--- config.mk ---
export PLATFORM = sky130hd
export DESIGN_NAME = serial_flash_spi_front_end
export DESIGN_NICKNAME = d
export VERILOG_FILES = /design/src/core/flash_fe_pkg.sv /design/src/core/serial_flash_spi_front_end.sv
export SDC_FILE = /design/constraint.sdc
export NUM_CORES = 1
export LEC_CHECK = 0
export BUFFER_PORTS_ARGS = -buffer_cell sky130_fd_sc_hd__buf_2
export CAP_MARGIN = 10
export CORE_MARGIN = 5
export CORE_UTILIZATION = 30
export DETAILED_ROUTE_END_ITERATION = 7
export PLACE_DENSITY = 0.51
export SKIP_CTS_REPAIR_TIMING = 1
export SYNTH_ARGS = -nofsm -noshare
export SYNTH_HDL_FRONTEND = slang
export SYNTH_SLANG_ARGS = --single-unit
--- constraint.sdc ---
create_clock -name clk_i -period 4.5 [get_ports clk_i]
set_input_delay 0.225 -clock clk_i [delete_from_list [all_inputs] [get_ports clk_i]]
set_output_delay 0.225 -clock clk_i [all_outputs]
set_load 0.005 [all_outputs]
--- src/core/flash_fe_pkg.sv ---
// Constants, phases and carrier structs of the serial flash front end
package flash_fe_pkg;

    ////////////////////////////////////////////////////////////////////////////
    // Instruction codes
    localparam logic [7:0] OP_WR_ENABLE   = 8'h06;
    localparam logic [7:0] OP_WR_DISABLE  = 8'h04;
    localparam logic [7:0] OP_RD_STATUS   = 8'h05;
    localparam logic [7:0] OP_WR_STATUS   = 8'h01;
    localparam logic [7:0] OP_READ        = 8'h03;
    localparam logic [7:0] OP_FAST_READ   = 8'h0b;
    localparam logic [7:0] OP_DUAL_OUT    = 8'h3b;
    localparam logic [7:0] OP_DUAL_IO     = 8'hbb;
    localparam logic [7:0] OP_PAGE_PROG   = 8'h02;
    localparam logic [7:0] OP_ERASE_4K    = 8'h20;
    localparam logic [7:0] OP_ERASE_32K   = 8'h52;
    localparam logic [7:0] OP_ERASE_64K   = 8'hd8;
    localparam logic [7:0] OP_ERASE_CHIP  = 8'hc7;
    localparam logic [7:0] OP_ERASE_CHIP2 = 8'h60;
    localparam logic [7:0] OP_POWER_DOWN  = 8'hb9;
    localparam logic [7:0] OP_RELEASE_PD  = 8'hab;

    ////////////////////////////////////////////////////////////////////////////
    // Wishbone register byte offsets
    localparam logic [7:0] REG_CTRL   = 8'h00;
    localparam logic [7:0] REG_STATUS = 8'h04;
    localparam logic [7:0] REG_CMD    = 8'h08;
    localparam logic [7:0] REG_DATA   = 8'h0c;

    // Field positions
    localparam int CTRL_OP_DONE_BIT   = 0;
    localparam int STAT_PD_BIT        = 8;
    localparam int STAT_LOCKOUT_BIT   = 9;
    localparam int STAT_PAUSED_BIT    = 10;
    localparam int STAT_SELECTED_BIT  = 11;
    localparam int DATA_COUNT_LSB     = 8;

    ////////////////////////////////////////////////////////////////////////////
    // Serial counts
    localparam logic [4:0] OPCODE_LAST    = 5'h07;
    localparam logic [4:0] ADDR_LAST_X1   = 5'h17;
    localparam logic [4:0] ADDR_LAST_X2   = 5'h0f;
    localparam logic [4:0] DUMMY_LAST     = 5'h07;
    localparam logic [3:0] BITS_PER_BYTE  = 4'h8;
    localparam logic [2:0] BLOCKS_IN_MAP  = 3'h0;

    ////////////////////////////////////////////////////////////////////////////
    // Timing
    localparam int CLK_PERIOD_NS         = 5;
    localparam int LOCKOUT_NS            = 10000;
    localparam logic [11:0] LOCKOUT_CYCLES = 12'(LOCKOUT_NS / CLK_PERIOD_NS);

    ////////////////////////////////////////////////////////////////////////////
    // Types
    typedef enum logic [2:0] {
        PH_IDLE, PH_OPCODE, PH_ADDR, PH_DUMMY, PH_WDATA, PH_RDATA, PH_IGNORE
    } phase_t;

    typedef struct packed {
        logic cs_n;
        logic sck;
        logic hold_n;
        logic wp_n;
        logic io0;
        logic io1;
    } pins_t;

    typedef struct packed {
        logic       register_protect_bit;
        logic       tb;
        logic [2:0] bp;
    } protect_t;

    typedef struct packed {
        pins_t      pin_m;
        pins_t      pin_s;
        logic       cs_p;
        logic       sck_p;
        logic       paused;
        phase_t     phase;
        logic [4:0] bit_cnt;
        logic [7:0] byte_cnt;
        logic [7:0] sh_in;
        logic [7:0] opcode;
        logic [31:0] addr_sh;
        logic [23:0] addr;
        logic [7:0] wr_status;
        logic [7:0] out_sh;
        logic [3:0] out_cnt;
        logic       do_hi;
        logic       do_lo;
        logic       drv_hi;
        logic       drv_lo;
        protect_t   prot;
        logic       write_enable_latch;
        logic       busy;
        logic       powered_down;
        logic [11:0] lockout;
        logic [7:0] cmd_op;
        logic [23:0] cmd_addr;
        logic [7:0] tx_byte;
        logic [7:0] rx_byte;
        logic       ack;
        logic [31:0] dat;
    } fe_state_t;

endpackage

--- src/core/serial_flash_spi_front_end.sv ---
// Device-side serial front end of a small serial NOR flash, Wishbone slave
//
// The address map and the Wishbone interface to the registers are this design's own decisions.
module serial_flash_spi_front_end (
    // Clock and reset
    input  wire logic        clk_i,
    input  wire logic        rst_i,
    // Wishbone slave
    input  wire logic        wb_cyc_i,
    input  wire logic        wb_stb_i,
    input  wire logic        wb_we_i,
    input  wire logic [7:0]  wb_adr_i,
    input  wire logic [3:0]  wb_sel_i,
    input  wire logic [31:0] wb_dat_i,
    output logic      [31:0] wb_dat_o,
    output logic             wb_ack_o,
    // Serial pins
    input  wire logic        cs_n_i,
    input  wire logic        sck_i,
    input  wire logic        hold_n_i,
    input  wire logic        wp_n_i,
    input  wire logic        dual_line_low_i,
    output logic             dual_line_low_o,
    output logic             dual_line_low_oe_n_o,
    input  wire logic        dual_line_high_i,
    output logic             dual_line_high_o,
    output logic             dual_line_high_oe_n_o
);

    flash_fe_pkg::fe_state_t r;
    flash_fe_pkg::fe_state_t n;

    ////////////////////////////////////////////////////////////////////////////
    // Helpers

    // Status byte: protect bit, reserved zero, top/bottom, block bits, latch, busy
    function automatic logic [7:0] status_byte(input flash_fe_pkg::protect_t p,
                                               input logic write_enable_latch, input logic busy);
        status_byte = {p.register_protect_bit, 1'b0, p.tb, p.bp, write_enable_latch, busy};
    endfunction

    // Region check over eight 64 KB blocks; top or bottom growing by powers of two
    function automatic logic is_protected(input flash_fe_pkg::protect_t p,
                                          input logic [23:0] a);
        logic [3:0] nblk;
        logic [3:0] blk;
        nblk = 4'h0;
        blk  = {1'b0, a[18:16]};
        if (p.bp[2]) begin
            is_protected = 1'b1;
        end else if (p.bp[1:0] == 2'b00) begin
            is_protected = 1'b0;
        end else begin
            nblk = 4'h1 << (p.bp[1:0] - 2'h1);
            if (p.tb) begin
                is_protected = blk < nblk;
            end else begin
                is_protected = blk >= (4'h8 - nblk);
            end
        end
    endfunction

    function automatic logic is_dual_read(input logic [7:0] op);
        is_dual_read = (op == flash_fe_pkg::OP_DUAL_OUT) || (op == flash_fe_pkg::OP_DUAL_IO);
    endfunction

    ////////////////////////////////////////////////////////////////////////////
    // Next-state logic
    always_comb begin
        logic       cs_rise;
        logic       cs_fall;
        logic       rise;
        logic       fall;
        logic       req;
        logic       wr_ok;
        logic [7:0] in_byte;
        logic [7:0] src;
        logic [31:0] a_next;
        cs_rise = 1'b0;
        cs_fall = 1'b0;
        rise    = 1'b0;
        fall    = 1'b0;
        req     = 1'b0;
        wr_ok   = 1'b0;
        in_byte = 8'h00;
        src     = 8'h00;
        a_next  = 32'h0;
        n       = r;

        // Two-stage synchronisers; edges only from the second stage onward
        n.pin_m = '{cs_n: cs_n_i, sck: sck_i, hold_n: hold_n_i, wp_n: wp_n_i,
                    io0: dual_line_low_i, io1: dual_line_high_i};
        n.pin_s = r.pin_m;
        n.cs_p  = r.pin_s.cs_n;
        n.sck_p = r.pin_s.sck;
        cs_rise = r.pin_s.cs_n & ~r.cs_p;
        // cs_p resets low, so a select already low at power-up is no edge
        cs_fall = ~r.pin_s.cs_n & r.cs_p;
        rise = r.pin_s.sck & ~r.sck_p & ~r.pin_s.cs_n & ~r.paused;
        fall = ~r.pin_s.sck & r.sck_p & ~r.pin_s.cs_n & ~r.paused;

        // Power-up lockout timer
        if (r.lockout != 12'h000) begin
            n.lockout = r.lockout - 12'h001;
        end

        // Wishbone slave; every address answers, unmapped reads return zero
        req   = wb_cyc_i & wb_stb_i & ~r.ack;
        n.ack = req;
        if (req && !wb_we_i) begin
            case (wb_adr_i)
                flash_fe_pkg::REG_STATUS: begin
                    n.dat = 32'h0;
                    n.dat[7:0] = status_byte(r.prot, r.write_enable_latch, r.busy);
                    n.dat[flash_fe_pkg::STAT_PD_BIT]       = r.powered_down;
                    n.dat[flash_fe_pkg::STAT_LOCKOUT_BIT]  = r.lockout != 12'h000;
                    n.dat[flash_fe_pkg::STAT_PAUSED_BIT]   = r.paused;
                    n.dat[flash_fe_pkg::STAT_SELECTED_BIT] = ~r.pin_s.cs_n;
                end
                flash_fe_pkg::REG_CMD:  n.dat = {r.cmd_addr, r.cmd_op};
                flash_fe_pkg::REG_DATA: n.dat = {16'h0, r.byte_cnt, r.rx_byte};
                default:                n.dat = 32'h0;
            endcase
        end
        if (req && wb_we_i && wb_sel_i[0]) begin
            case (wb_adr_i)
                flash_fe_pkg::REG_CTRL: begin
                    // Array engine reports the end of the cycle
                    if (wb_dat_i[flash_fe_pkg::CTRL_OP_DONE_BIT]) begin
                        n.busy = 1'b0;
                        n.write_enable_latch  = 1'b0;
                    end
                end
                flash_fe_pkg::REG_DATA: n.tx_byte = wb_dat_i[7:0];
                default: ;
            endcase
        end

        // Pause tracking; an edge on hold resolves only while the clock is low
        if (r.pin_s.cs_n) begin
            n.paused = 1'b0;
        end else if (!r.paused && !r.pin_s.hold_n && !r.pin_s.sck) begin
            n.paused = 1'b1;
        end else if (r.paused && r.pin_s.hold_n && !r.pin_s.sck) begin
            n.paused = 1'b0;
        end

        // Rising clock: sample the input line(s), state survives a pause
        in_byte = {r.sh_in[6:0], r.pin_s.io0};
        if (rise) begin
            case (r.phase)
                flash_fe_pkg::PH_OPCODE: begin
                    n.sh_in   = in_byte;
                    n.bit_cnt = r.bit_cnt + 5'h01;
                    if (r.bit_cnt == flash_fe_pkg::OPCODE_LAST) begin
                        n.opcode  = in_byte;
                        n.bit_cnt = 5'h00;
                        n.out_cnt = 4'h0;
                        n.byte_cnt = 8'h00;
                        if (r.powered_down && in_byte != flash_fe_pkg::OP_RELEASE_PD) begin
                            n.phase = flash_fe_pkg::PH_IGNORE;
                        end else if (r.busy && in_byte != flash_fe_pkg::OP_RD_STATUS) begin
                            n.phase = flash_fe_pkg::PH_IGNORE;
                        end else begin
                            case (in_byte)
                                flash_fe_pkg::OP_RD_STATUS: n.phase = flash_fe_pkg::PH_RDATA;
                                flash_fe_pkg::OP_READ, flash_fe_pkg::OP_FAST_READ,
                                flash_fe_pkg::OP_DUAL_OUT, flash_fe_pkg::OP_DUAL_IO,
                                flash_fe_pkg::OP_PAGE_PROG, flash_fe_pkg::OP_ERASE_4K,
                                flash_fe_pkg::OP_ERASE_32K, flash_fe_pkg::OP_ERASE_64K:
                                    n.phase = flash_fe_pkg::PH_ADDR;
                                default: n.phase = flash_fe_pkg::PH_WDATA;
                            endcase
                        end
                    end
                end
                flash_fe_pkg::PH_ADDR: begin
                    // Dual-I/O read takes address and mode byte two bits a clock
                    if (r.opcode == flash_fe_pkg::OP_DUAL_IO) begin
                        a_next = {r.addr_sh[29:0], r.pin_s.io1, r.pin_s.io0};
                    end else begin
                        a_next = {r.addr_sh[30:0], r.pin_s.io0};
                    end
                    n.addr_sh = a_next;
                    n.bit_cnt = r.bit_cnt + 5'h01;
                    if (r.opcode == flash_fe_pkg::OP_DUAL_IO &&
                        r.bit_cnt == flash_fe_pkg::ADDR_LAST_X2) begin
                        n.addr    = a_next[31:8];
                        n.bit_cnt = 5'h00;
                        n.phase   = flash_fe_pkg::PH_RDATA;
                    end else if (r.opcode != flash_fe_pkg::OP_DUAL_IO &&
                                 r.bit_cnt == flash_fe_pkg::ADDR_LAST_X1) begin
                        n.addr    = a_next[23:0];
                        n.bit_cnt = 5'h00;
                        case (r.opcode)
                            flash_fe_pkg::OP_READ:      n.phase = flash_fe_pkg::PH_RDATA;
                            flash_fe_pkg::OP_FAST_READ,
                            flash_fe_pkg::OP_DUAL_OUT:  n.phase = flash_fe_pkg::PH_DUMMY;
                            default:                    n.phase = flash_fe_pkg::PH_WDATA;
                        endcase
                    end
                end
                flash_fe_pkg::PH_DUMMY: begin
                    n.bit_cnt = r.bit_cnt + 5'h01;
                    if (r.bit_cnt == flash_fe_pkg::DUMMY_LAST) begin
                        n.bit_cnt = 5'h00;
                        n.phase   = flash_fe_pkg::PH_RDATA;
                    end
                end
                flash_fe_pkg::PH_WDATA: begin
                    n.sh_in   = in_byte;
                    n.bit_cnt = r.bit_cnt + 5'h01;
                    if (r.bit_cnt == flash_fe_pkg::OPCODE_LAST) begin
                        n.bit_cnt = 5'h00;
                        n.rx_byte = in_byte;
                        if (r.byte_cnt == 8'h00) begin
                            n.wr_status = in_byte;
                        end
                        if (r.byte_cnt != 8'hff) begin
                            n.byte_cnt = r.byte_cnt + 8'h01;
                        end
                    end
                end
                default: ;
            endcase
        end

        // Falling clock: shift the next bit(s) out, refilling each byte
        if (fall && r.phase == flash_fe_pkg::PH_RDATA) begin
            if (r.out_cnt == 4'h0) begin
                src = (r.opcode == flash_fe_pkg::OP_RD_STATUS) ?
                      status_byte(r.prot, r.write_enable_latch, r.busy) : r.tx_byte;
            end else begin
                src = r.out_sh;
            end
            if (is_dual_read(r.opcode)) begin
                n.do_hi   = src[7];
                n.do_lo   = src[6];
                n.drv_lo  = 1'b1;
                n.out_sh  = {src[5:0], 2'b00};
                n.out_cnt = ((r.out_cnt == 4'h0) ? flash_fe_pkg::BITS_PER_BYTE : r.out_cnt)
                            - 4'h2;
            end else begin
                n.do_hi   = src[7];
                n.out_sh  = {src[6:0], 1'b0};
                n.out_cnt = ((r.out_cnt == 4'h0) ? flash_fe_pkg::BITS_PER_BYTE : r.out_cnt)
                            - 4'h1;
            end
            n.drv_hi = 1'b1;
        end

        // Output floats unless selected, unpaused and in a read phase
        if (r.pin_s.cs_n || n.paused || r.phase != flash_fe_pkg::PH_RDATA) begin
            n.drv_hi = 1'b0;
            n.drv_lo = 1'b0;
        end

        // Select fall opens a new instruction
        if (cs_fall) begin
            n.phase   = flash_fe_pkg::PH_OPCODE;
            n.bit_cnt = 5'h00;
        end

        // Select rise: execute write-type work on a byte boundary, then idle
        if (cs_rise) begin
            wr_ok = r.phase == flash_fe_pkg::PH_WDATA && r.bit_cnt == 5'h00;
            if (wr_ok) begin
                case (r.opcode)
                    flash_fe_pkg::OP_WR_ENABLE: begin
                        if (r.lockout == 12'h000) begin
                            n.write_enable_latch = 1'b1;
                        end
                    end
                    flash_fe_pkg::OP_WR_DISABLE: n.write_enable_latch = 1'b0;
                    flash_fe_pkg::OP_WR_STATUS: begin
                        if (r.write_enable_latch && r.lockout == 12'h000 && r.byte_cnt != 8'h00 &&
                            !(r.prot.register_protect_bit && !r.pin_s.wp_n)) begin
                            n.prot = '{register_protect_bit: r.wr_status[7], tb: r.wr_status[5],
                                       bp: r.wr_status[4:2]};
                            n.busy = 1'b1;
                        end
                    end
                    flash_fe_pkg::OP_PAGE_PROG: begin
                        if (r.write_enable_latch && r.lockout == 12'h000 && r.byte_cnt != 8'h00 &&
                            !is_protected(r.prot, r.addr)) begin
                            n.busy = 1'b1;
                        end
                    end
                    flash_fe_pkg::OP_ERASE_4K, flash_fe_pkg::OP_ERASE_32K,
                    flash_fe_pkg::OP_ERASE_64K: begin
                        if (r.write_enable_latch && r.lockout == 12'h000 &&
                            !is_protected(r.prot, r.addr)) begin
                            n.busy = 1'b1;
                        end
                    end
                    flash_fe_pkg::OP_ERASE_CHIP, flash_fe_pkg::OP_ERASE_CHIP2: begin
                        if (r.write_enable_latch && r.lockout == 12'h000 &&
                            r.prot.bp == flash_fe_pkg::BLOCKS_IN_MAP) begin
                            n.busy = 1'b1;
                        end
                    end
                    flash_fe_pkg::OP_POWER_DOWN: n.powered_down = 1'b1;
                    flash_fe_pkg::OP_RELEASE_PD: n.powered_down = 1'b0;
                    default: ;
                endcase
                // Hand the accepted cycle to the array engine; this set wins over done
                if (n.busy && !r.busy) begin
                    n.cmd_op   = r.opcode;
                    n.cmd_addr = r.addr;
                end
            end
            n.phase    = flash_fe_pkg::PH_IDLE;
            n.bit_cnt  = 5'h00;
            n.drv_hi   = 1'b0;
            n.drv_lo   = 1'b0;
            n.paused   = 1'b0;
        end
    end

    ////////////////////////////////////////////////////////////////////////////
    // State register; reset doubles as the internal power-on reset
    always_ff @(posedge clk_i) begin
        if (rst_i) begin
            r         <= '0;
            r.lockout <= flash_fe_pkg::LOCKOUT_CYCLES;
        end else begin
            r <= n;
        end
    end

    ////////////////////////////////////////////////////////////////////////////
    // Outputs
    assign wb_ack_o              = r.ack;
    assign wb_dat_o              = r.dat;
    assign dual_line_high_o      = r.do_hi;
    assign dual_line_low_o       = r.do_lo;
    assign dual_line_high_oe_n_o = ~r.drv_hi; // Low while driving
    assign dual_line_low_oe_n_o  = ~r.drv_lo;

endmodule

==> results of run 1 <==
## power by group
part | leakage, nW | internal (mW) | switching [mW]
Combinational | 1.94 | 0.0536 | 0.0709
Sequential | 1.78 | 1.97 | 0.0160
Clock | 0.441 | 1.32 | 0.837
## flip-flops by register name, indices dropped and copies added, names as in the netlist
signal / flops
dual_line_high_o: 1
wb_ack_o: 1
n: 8
dual_line_low_o: 1
r: 178
wb_dat_o: 32
## logic make-up after synthesis
family                     Yosys count  synth area share
xor gates and xnor gates            17           0.01369
and+or+nand+nor                    458            0.2139
adders and majority gates           20           0.02279
AOI/OAI and AO/OA                  207            0.1315
DFF                                221            0.4069
buffers and inverters              151           0.06916
muxes                              152            0.1420
## worst reg2reg max path: stages, from the launching register on
cell and delay, ns:
dfxtp_1 0.45, or4b_1 0.80, nor2_1 0.22, nand2_1 0.43, nor2_1 0.77, mux2i_1 0.27
nor2_1 0.05
## cell type report
cell class,count,area share
inverter,30,0.009144
sequential,221,0.3592
tap,461,0.04684
clock inverter,11,0.008940
clock buffer,36,0.06329
multi-input combinational,854,0.4645
timing repair buffer,91,0.04805
## placed cells by master, fill, tap and decap left out, types with 6 or more instances in the layout
| master | n |
|---|---|
| buf_4 | 10 |
| o211ai_1 | 25 |
| nor3_1 | 17 |
| nand2b_1 | 77 |
| a21oi_1 | 39 |
| xnor2_1 | 9 |
| nor2b_1 | 23 |
| o21ai_0 | 22 |
| or4_1 | 6 |
| dlygate4sd3_1 | 15 |
| clkinv_2 | 7 |
| xor2_1 | 8 |
| buf_2 | 63 |
| mux2_2 | 18 |
| a22oi_1 | 34 |
| and3_1 | 9 |
| inv_1 | 29 |
| a211oi_1 | 38 |
| dfxtp_1 | 221 |
| nand3_1 | 10 |
| clkbuf_8 | 7 |
| mux2i_1 | 134 |
| nor4_1 | 8 |
| ha_1 | 19 |
| clkbuf_16 | 27 |
| nand4_1 | 10 |
| nor2_1 | 161 |
| a22o_1 | 7 |
| nand2_1 | 90 |
## stage by stage
step                instance area, sq um  setup slack [ns]  power [mW]    util  std cells
floorplan                          10870             2.068       2.109       -       1226
global placement                   11270             1.416       2.147  0.3160       1641
detailed placement                 11270             1.428       2.148  0.3160       1641
CTS                                12160             1.394       4.323  0.3410       1688
global route                       12320             1.193       4.434  0.3454       1704
finish                             12320             1.382       4.268  0.3454       1704
## metal layers
metal  share of wire  wire, um  up-vias  track usage
li1                -         -     4278            -
met2            0.40     10800      147       0.1855
met4           0.017       444        0      0.02827
met3           0.043      1162       35      0.02102
met5               0         0        -            0
met1            0.54     14350     3917       0.2022
## path summary, 6_finish.rpt
path / endpoint / startpoint / depth (start not counted) / slack, ns
hold / removal: wb_dat_o[9] / wb_adr_i[7] / 4 / 0.06
hold reg to reg: n[214] / n[220] / 1 / 0.44
setup / recovery: r[124] / n[215] / 6 / 1.38
setup reg to reg: r[124] / n[215] / 6 / 1.38
==> flow_summary.yaml, run 1 <==
outcome:
  run_status: "complete, no violations"
floorplan:
  coreArea_sq_um: 35660
  start_util: 0.3049
  die_area_sq_um: 40150
  die_w_um: 200.4
  rows: 69
  die_height_um: 200.4
  boundaryPins: 92
sta:
  final.min_clock_period_ns: 3.118
  layout_worst_path_cycle_share: 0.6929
  setup_viol: 0
  holdWs_ns: 0.06057
  tightest_slew_ns: 0.8810
  grt_setup_unrepaired: "false"
  slew_violations: 0
  slew_headroom: 0.4127
  hold_violations: 0
  max_freq_mhz: 320.7
  fin_worst_skew_ns: 0.01553
  finalSetupTns_ns: 0
detailed_routing:
  post_drt_wl_per_cell_um: 15.70
  via_per_inst: 4.916
  ant_nets: 0
  wl_mm: 26.76
  drt_iter0_markers: 495
  drc: 0
  first_pass_iters: 4
  num_vias: 8377
clocking:
  numCtsBuffers: 26
  clk_pin_slew_worst_paths_ns: 0.07
  clockBufferDepth: 3
  clk_latency_ns: 0.53
  h-tree-depth: 1
  tritoncts: "built"
  root_buffer: "clkbuf_16"
  clock_sinks: 221
layout:
  area_growth_pct: 13.27
  layout-drive-gt1-share: 0.1239
  fin_nets: 1298
  regArea_sq_um: 4424
  multi_input_area_sq_um: 5720
  fillers: 3693
  n_antenna_cell: 0
synth:
  avgSynthCellArea_sq_um: 8.869
  yosysTopAreaCell: "dfxtp_1"
  synth_top_cell_area_share: 0.4069
  synth_flop_cell: "dfxtp_1"
  synthCells: 1226
  syn-num-nets: 1300
  yosysMostFrequentCell: "dfxtp_1"
  netlist_top_cells_area: "dfxtp_1 (41%), mux2i_1 (12%), nor2_1 (5.6%), nand2b_1 (4.4%), nand2_1 (3.1%)"
  synth-edff-count: 0
  ys_top_cells_by_count: "dfxtp_1 (221), nor2_1 (162), mux2i_1 (134)"
  async_flop_share: 0
  synth-warning-count: 0
  ys_types: 70
  synth_seq_cells: 221
  synth_area_sq_um: 10870
  yosysSeqAreaShare: 0.4069
grt:
  antenna_found_initial: 1
  grt_pass1_vias: 7905
  grt_max_degree: 105
  grt_pass1_wl_mm: 44.05
  overflow: 0
  grt_usage: 0.1294
setup_path:
  required_ns: 4.89
  crit_slowest_cell: "or4b_1"
  cp_slowest_stage_delay_ns: 0.80
  end_kind: "flop"
  setup.worst_path.class: "reg2reg"
  critPathTopFamily: "simple AND/OR/NAND/NOR gates"
  cp_max_fo: 11
  critPathMostFrequentCell: "nor2_1"
  crit_buf_inv: 0
  cp_cell_sequence: "or4b_1 -> nor2_1 -> nand2_1 -> nor2_1 -> mux2i_1 -> nor2_1"
  cp-start-kind: "flop"
  cp.arrival_ns: 3.51
place:
  io_buffers: 64
  globalplace.congestion: 0.8714
  dpl.hpwl_mm: 18.19
min_path:
  hp-class: "in2reg"
power:
  ir_worst_vdd_mv: 0.2068
  power_density_nw_per_um2: 346.6
  p_leak_nw: 4.164
run:
  cap_viol_max_count: 0
Note: power is estimated with default switching activity, not from simulation.
==> run 2: changes to the inputs <==
Clock period 4.5 ns to 3.19 ns, I/O delays scaled along.
==> run 2 against run 1 <==
Critical path depth increased by 1. Sequential cell count is the same. Sequential power rose by 41%. Register-to-register slack worse by 0.94 ns. Cell count up 0.88%. Wire length is 1.4% higher. Via count is 0.53% higher. Clock power up 50%. Power increased by 45%. Global-route usage rose by 0.096 points. Critical path type unchanged. Critical endpoint is now r[64].
==> flow_summary.yaml, run 2 (synthesis gave the netlist of run 1 again) <==
detailed_routing:
  wl_mm: 27.13
  num_vias: 8421
  drt_iter0_markers: 608
  drc: 0
  ant_nets: 0
  post_drt_wl_per_cell_um: 15.78
  via_per_inst: 4.899
  first_pass_iters: 5
sta:
  hold_violations: 0
  layout_worst_path_cycle_share: 0.8606
  tightest_slew_ns: 0.7695
  fin_ws_ns: 0.4446
  max_freq_mhz: 364.2
  slew_violations: 0
  slew_headroom: 0.4851
  grt_setup_unrepaired: "false"
  fin_worst_skew_ns: 0.03286
  finalSetupTns_ns: 0
  final.min_clock_period_ns: 2.745
  setup_viol: 0
place:
  detailedPlace.worstSlack_ns: 0.4983
  dpl.hpwl_mm: 18.41
  dp.cells: 1655
  io_buffers: 64
  globalplace.congestion: 0.8318
layout:
  regArea_sq_um: 4424
  layout_commonest_cell: "dfxtp_1"
  fin_util: 0.3502
  largest-register: "r"
  multi_input_area_sq_um: 5720
  fillers: 3630
  n_antenna_cell: 0
  largest_reg_flops: 178
  layout-drive-gt1-share: 0.1288
  area_growth_pct: 14.84
  fin_cells: 1719
  fin_nets: 1312
  layout_common_cells: "dfxtp_1 (221), nor2_1 (161), mux2i_1 (134)"
power:
  power_mw: 6.207
  power_density_nw_per_um2: 497.1
  p_leak_nw: 4.255
  ir_worst_vdd_mv: 0.2833
clocking:
  clk_latency_ns: 0.54
  clock_sinks: 221
  numCtsBuffers: 26
  clockBufferDepth: 3
  tritoncts: "built"
  h-tree-depth: 1
  clk_pin_slew_worst_paths_ns: 0.06
  root_buffer: "clkbuf_16"
run:
  cap_viol_max_count: 0
setup_path:
  cp-start-kind: "flop"
  cp.arrival_ns: 3.18
  end_kind: "flop"
  setup.worst_path.class: "reg2reg"
  critPathTopFamily: "compound AO/OA/AOI/OAI gates"
  required_ns: 3.63
  cp_max_fo: 32
  crit_buf_inv: 1
  cp_cell_sequence: "or4bb_1 -> o32a_1 -> a311oi_1 -> o21a_1 -> o211a_1 -> buf_12 -> mux2i_1"
  crit_slowest_cell: "dfxtp_1"
  cp_slowest_stage_delay_ns: 0.58
floorplan:
  boundaryPins: 92
  coreArea_sq_um: 35660
  die_area_sq_um: 40150
  start_util: 0.3049
  die_w_um: 200.4
  die_height_um: 200.4
  rows: 69
grt:
  grt_max_degree: 109
  antenna_found_initial: 0
  overflow: 0
  grt_pass1_wl_mm: 44.41
  grt_usage: 0.1303
  grt_pass1_vias: 7960
outcome:
  run_status: "complete, no violations"
min_path:
  hp-class: "in2reg"
[run 2: cell types whose count changed in the layout (fill, tap and decap cells not counted), sizes merged]
cell | previous run | this run
bufinv | 2 | 4
clkinvlp | 2 | 0
clkinv | 7 | 1
dlygate4sd3 | 15 | 16
clkbuf | 36 | 43
buf | 76 | 89
[run 2: routing by layer]
| metal | global-route usage | wire [um] |
|---|---|---|
| met3 | 0.02183 | 1285 |
| met4 | 0.03368 | 639 |
| met5 | 0 | 0 |
| met1 | 0.2010 | 14300 |
| met2 | 0.1871 | 10900 |
[run 2: cell type report]
cell class	count	share of cell area
clock buffer	43	0.06533
clock inverter	5	0.01002
inverter	30	0.009018
multi-input combinational	854	0.4581
sequential	221	0.3543
tap	461	0.04619
timing repair buffer	105	0.05701
[run 2: path summary, 6_finish.rpt]
path / end / startpoint / slack [ns] / cells past startpoint
min reg2reg: r[217] / n[217] / 0.43 / 1
max reg2reg: r[64] / r[187] / 0.44 / 7
min: wb_dat_o[9] / wb_adr_i[6] / 0.03 / 4
max: r[64] / r[187] / 0.44 / 7
[run 2: through the flow]
step,hold slack (ns),area [sq um]
after global placement,0.3762,11390
after global routing,0.04236,12490
final,0.02746,12490
after CTS,-0.1877,12330
after floorplan,0.2877,10870
after detailed placement,0.3776,11390
[run 2: tightest hold or removal path: stages]
cell and delay [ns]:
buf_2 0.08, nor4_1 0.05, a22oi_1 0.13, nor2_1 0.06
[run 2: power by group]
group / switching (mW) / internal [mW] / leakage (nW)
sequential: 0.0218 / 2.78 / 1.78
clock: 1.17 / 2.05 / 0.460
combinational: 0.103 / 0.0791 / 2.01
total: 1.29 / 4.92 / 4.26
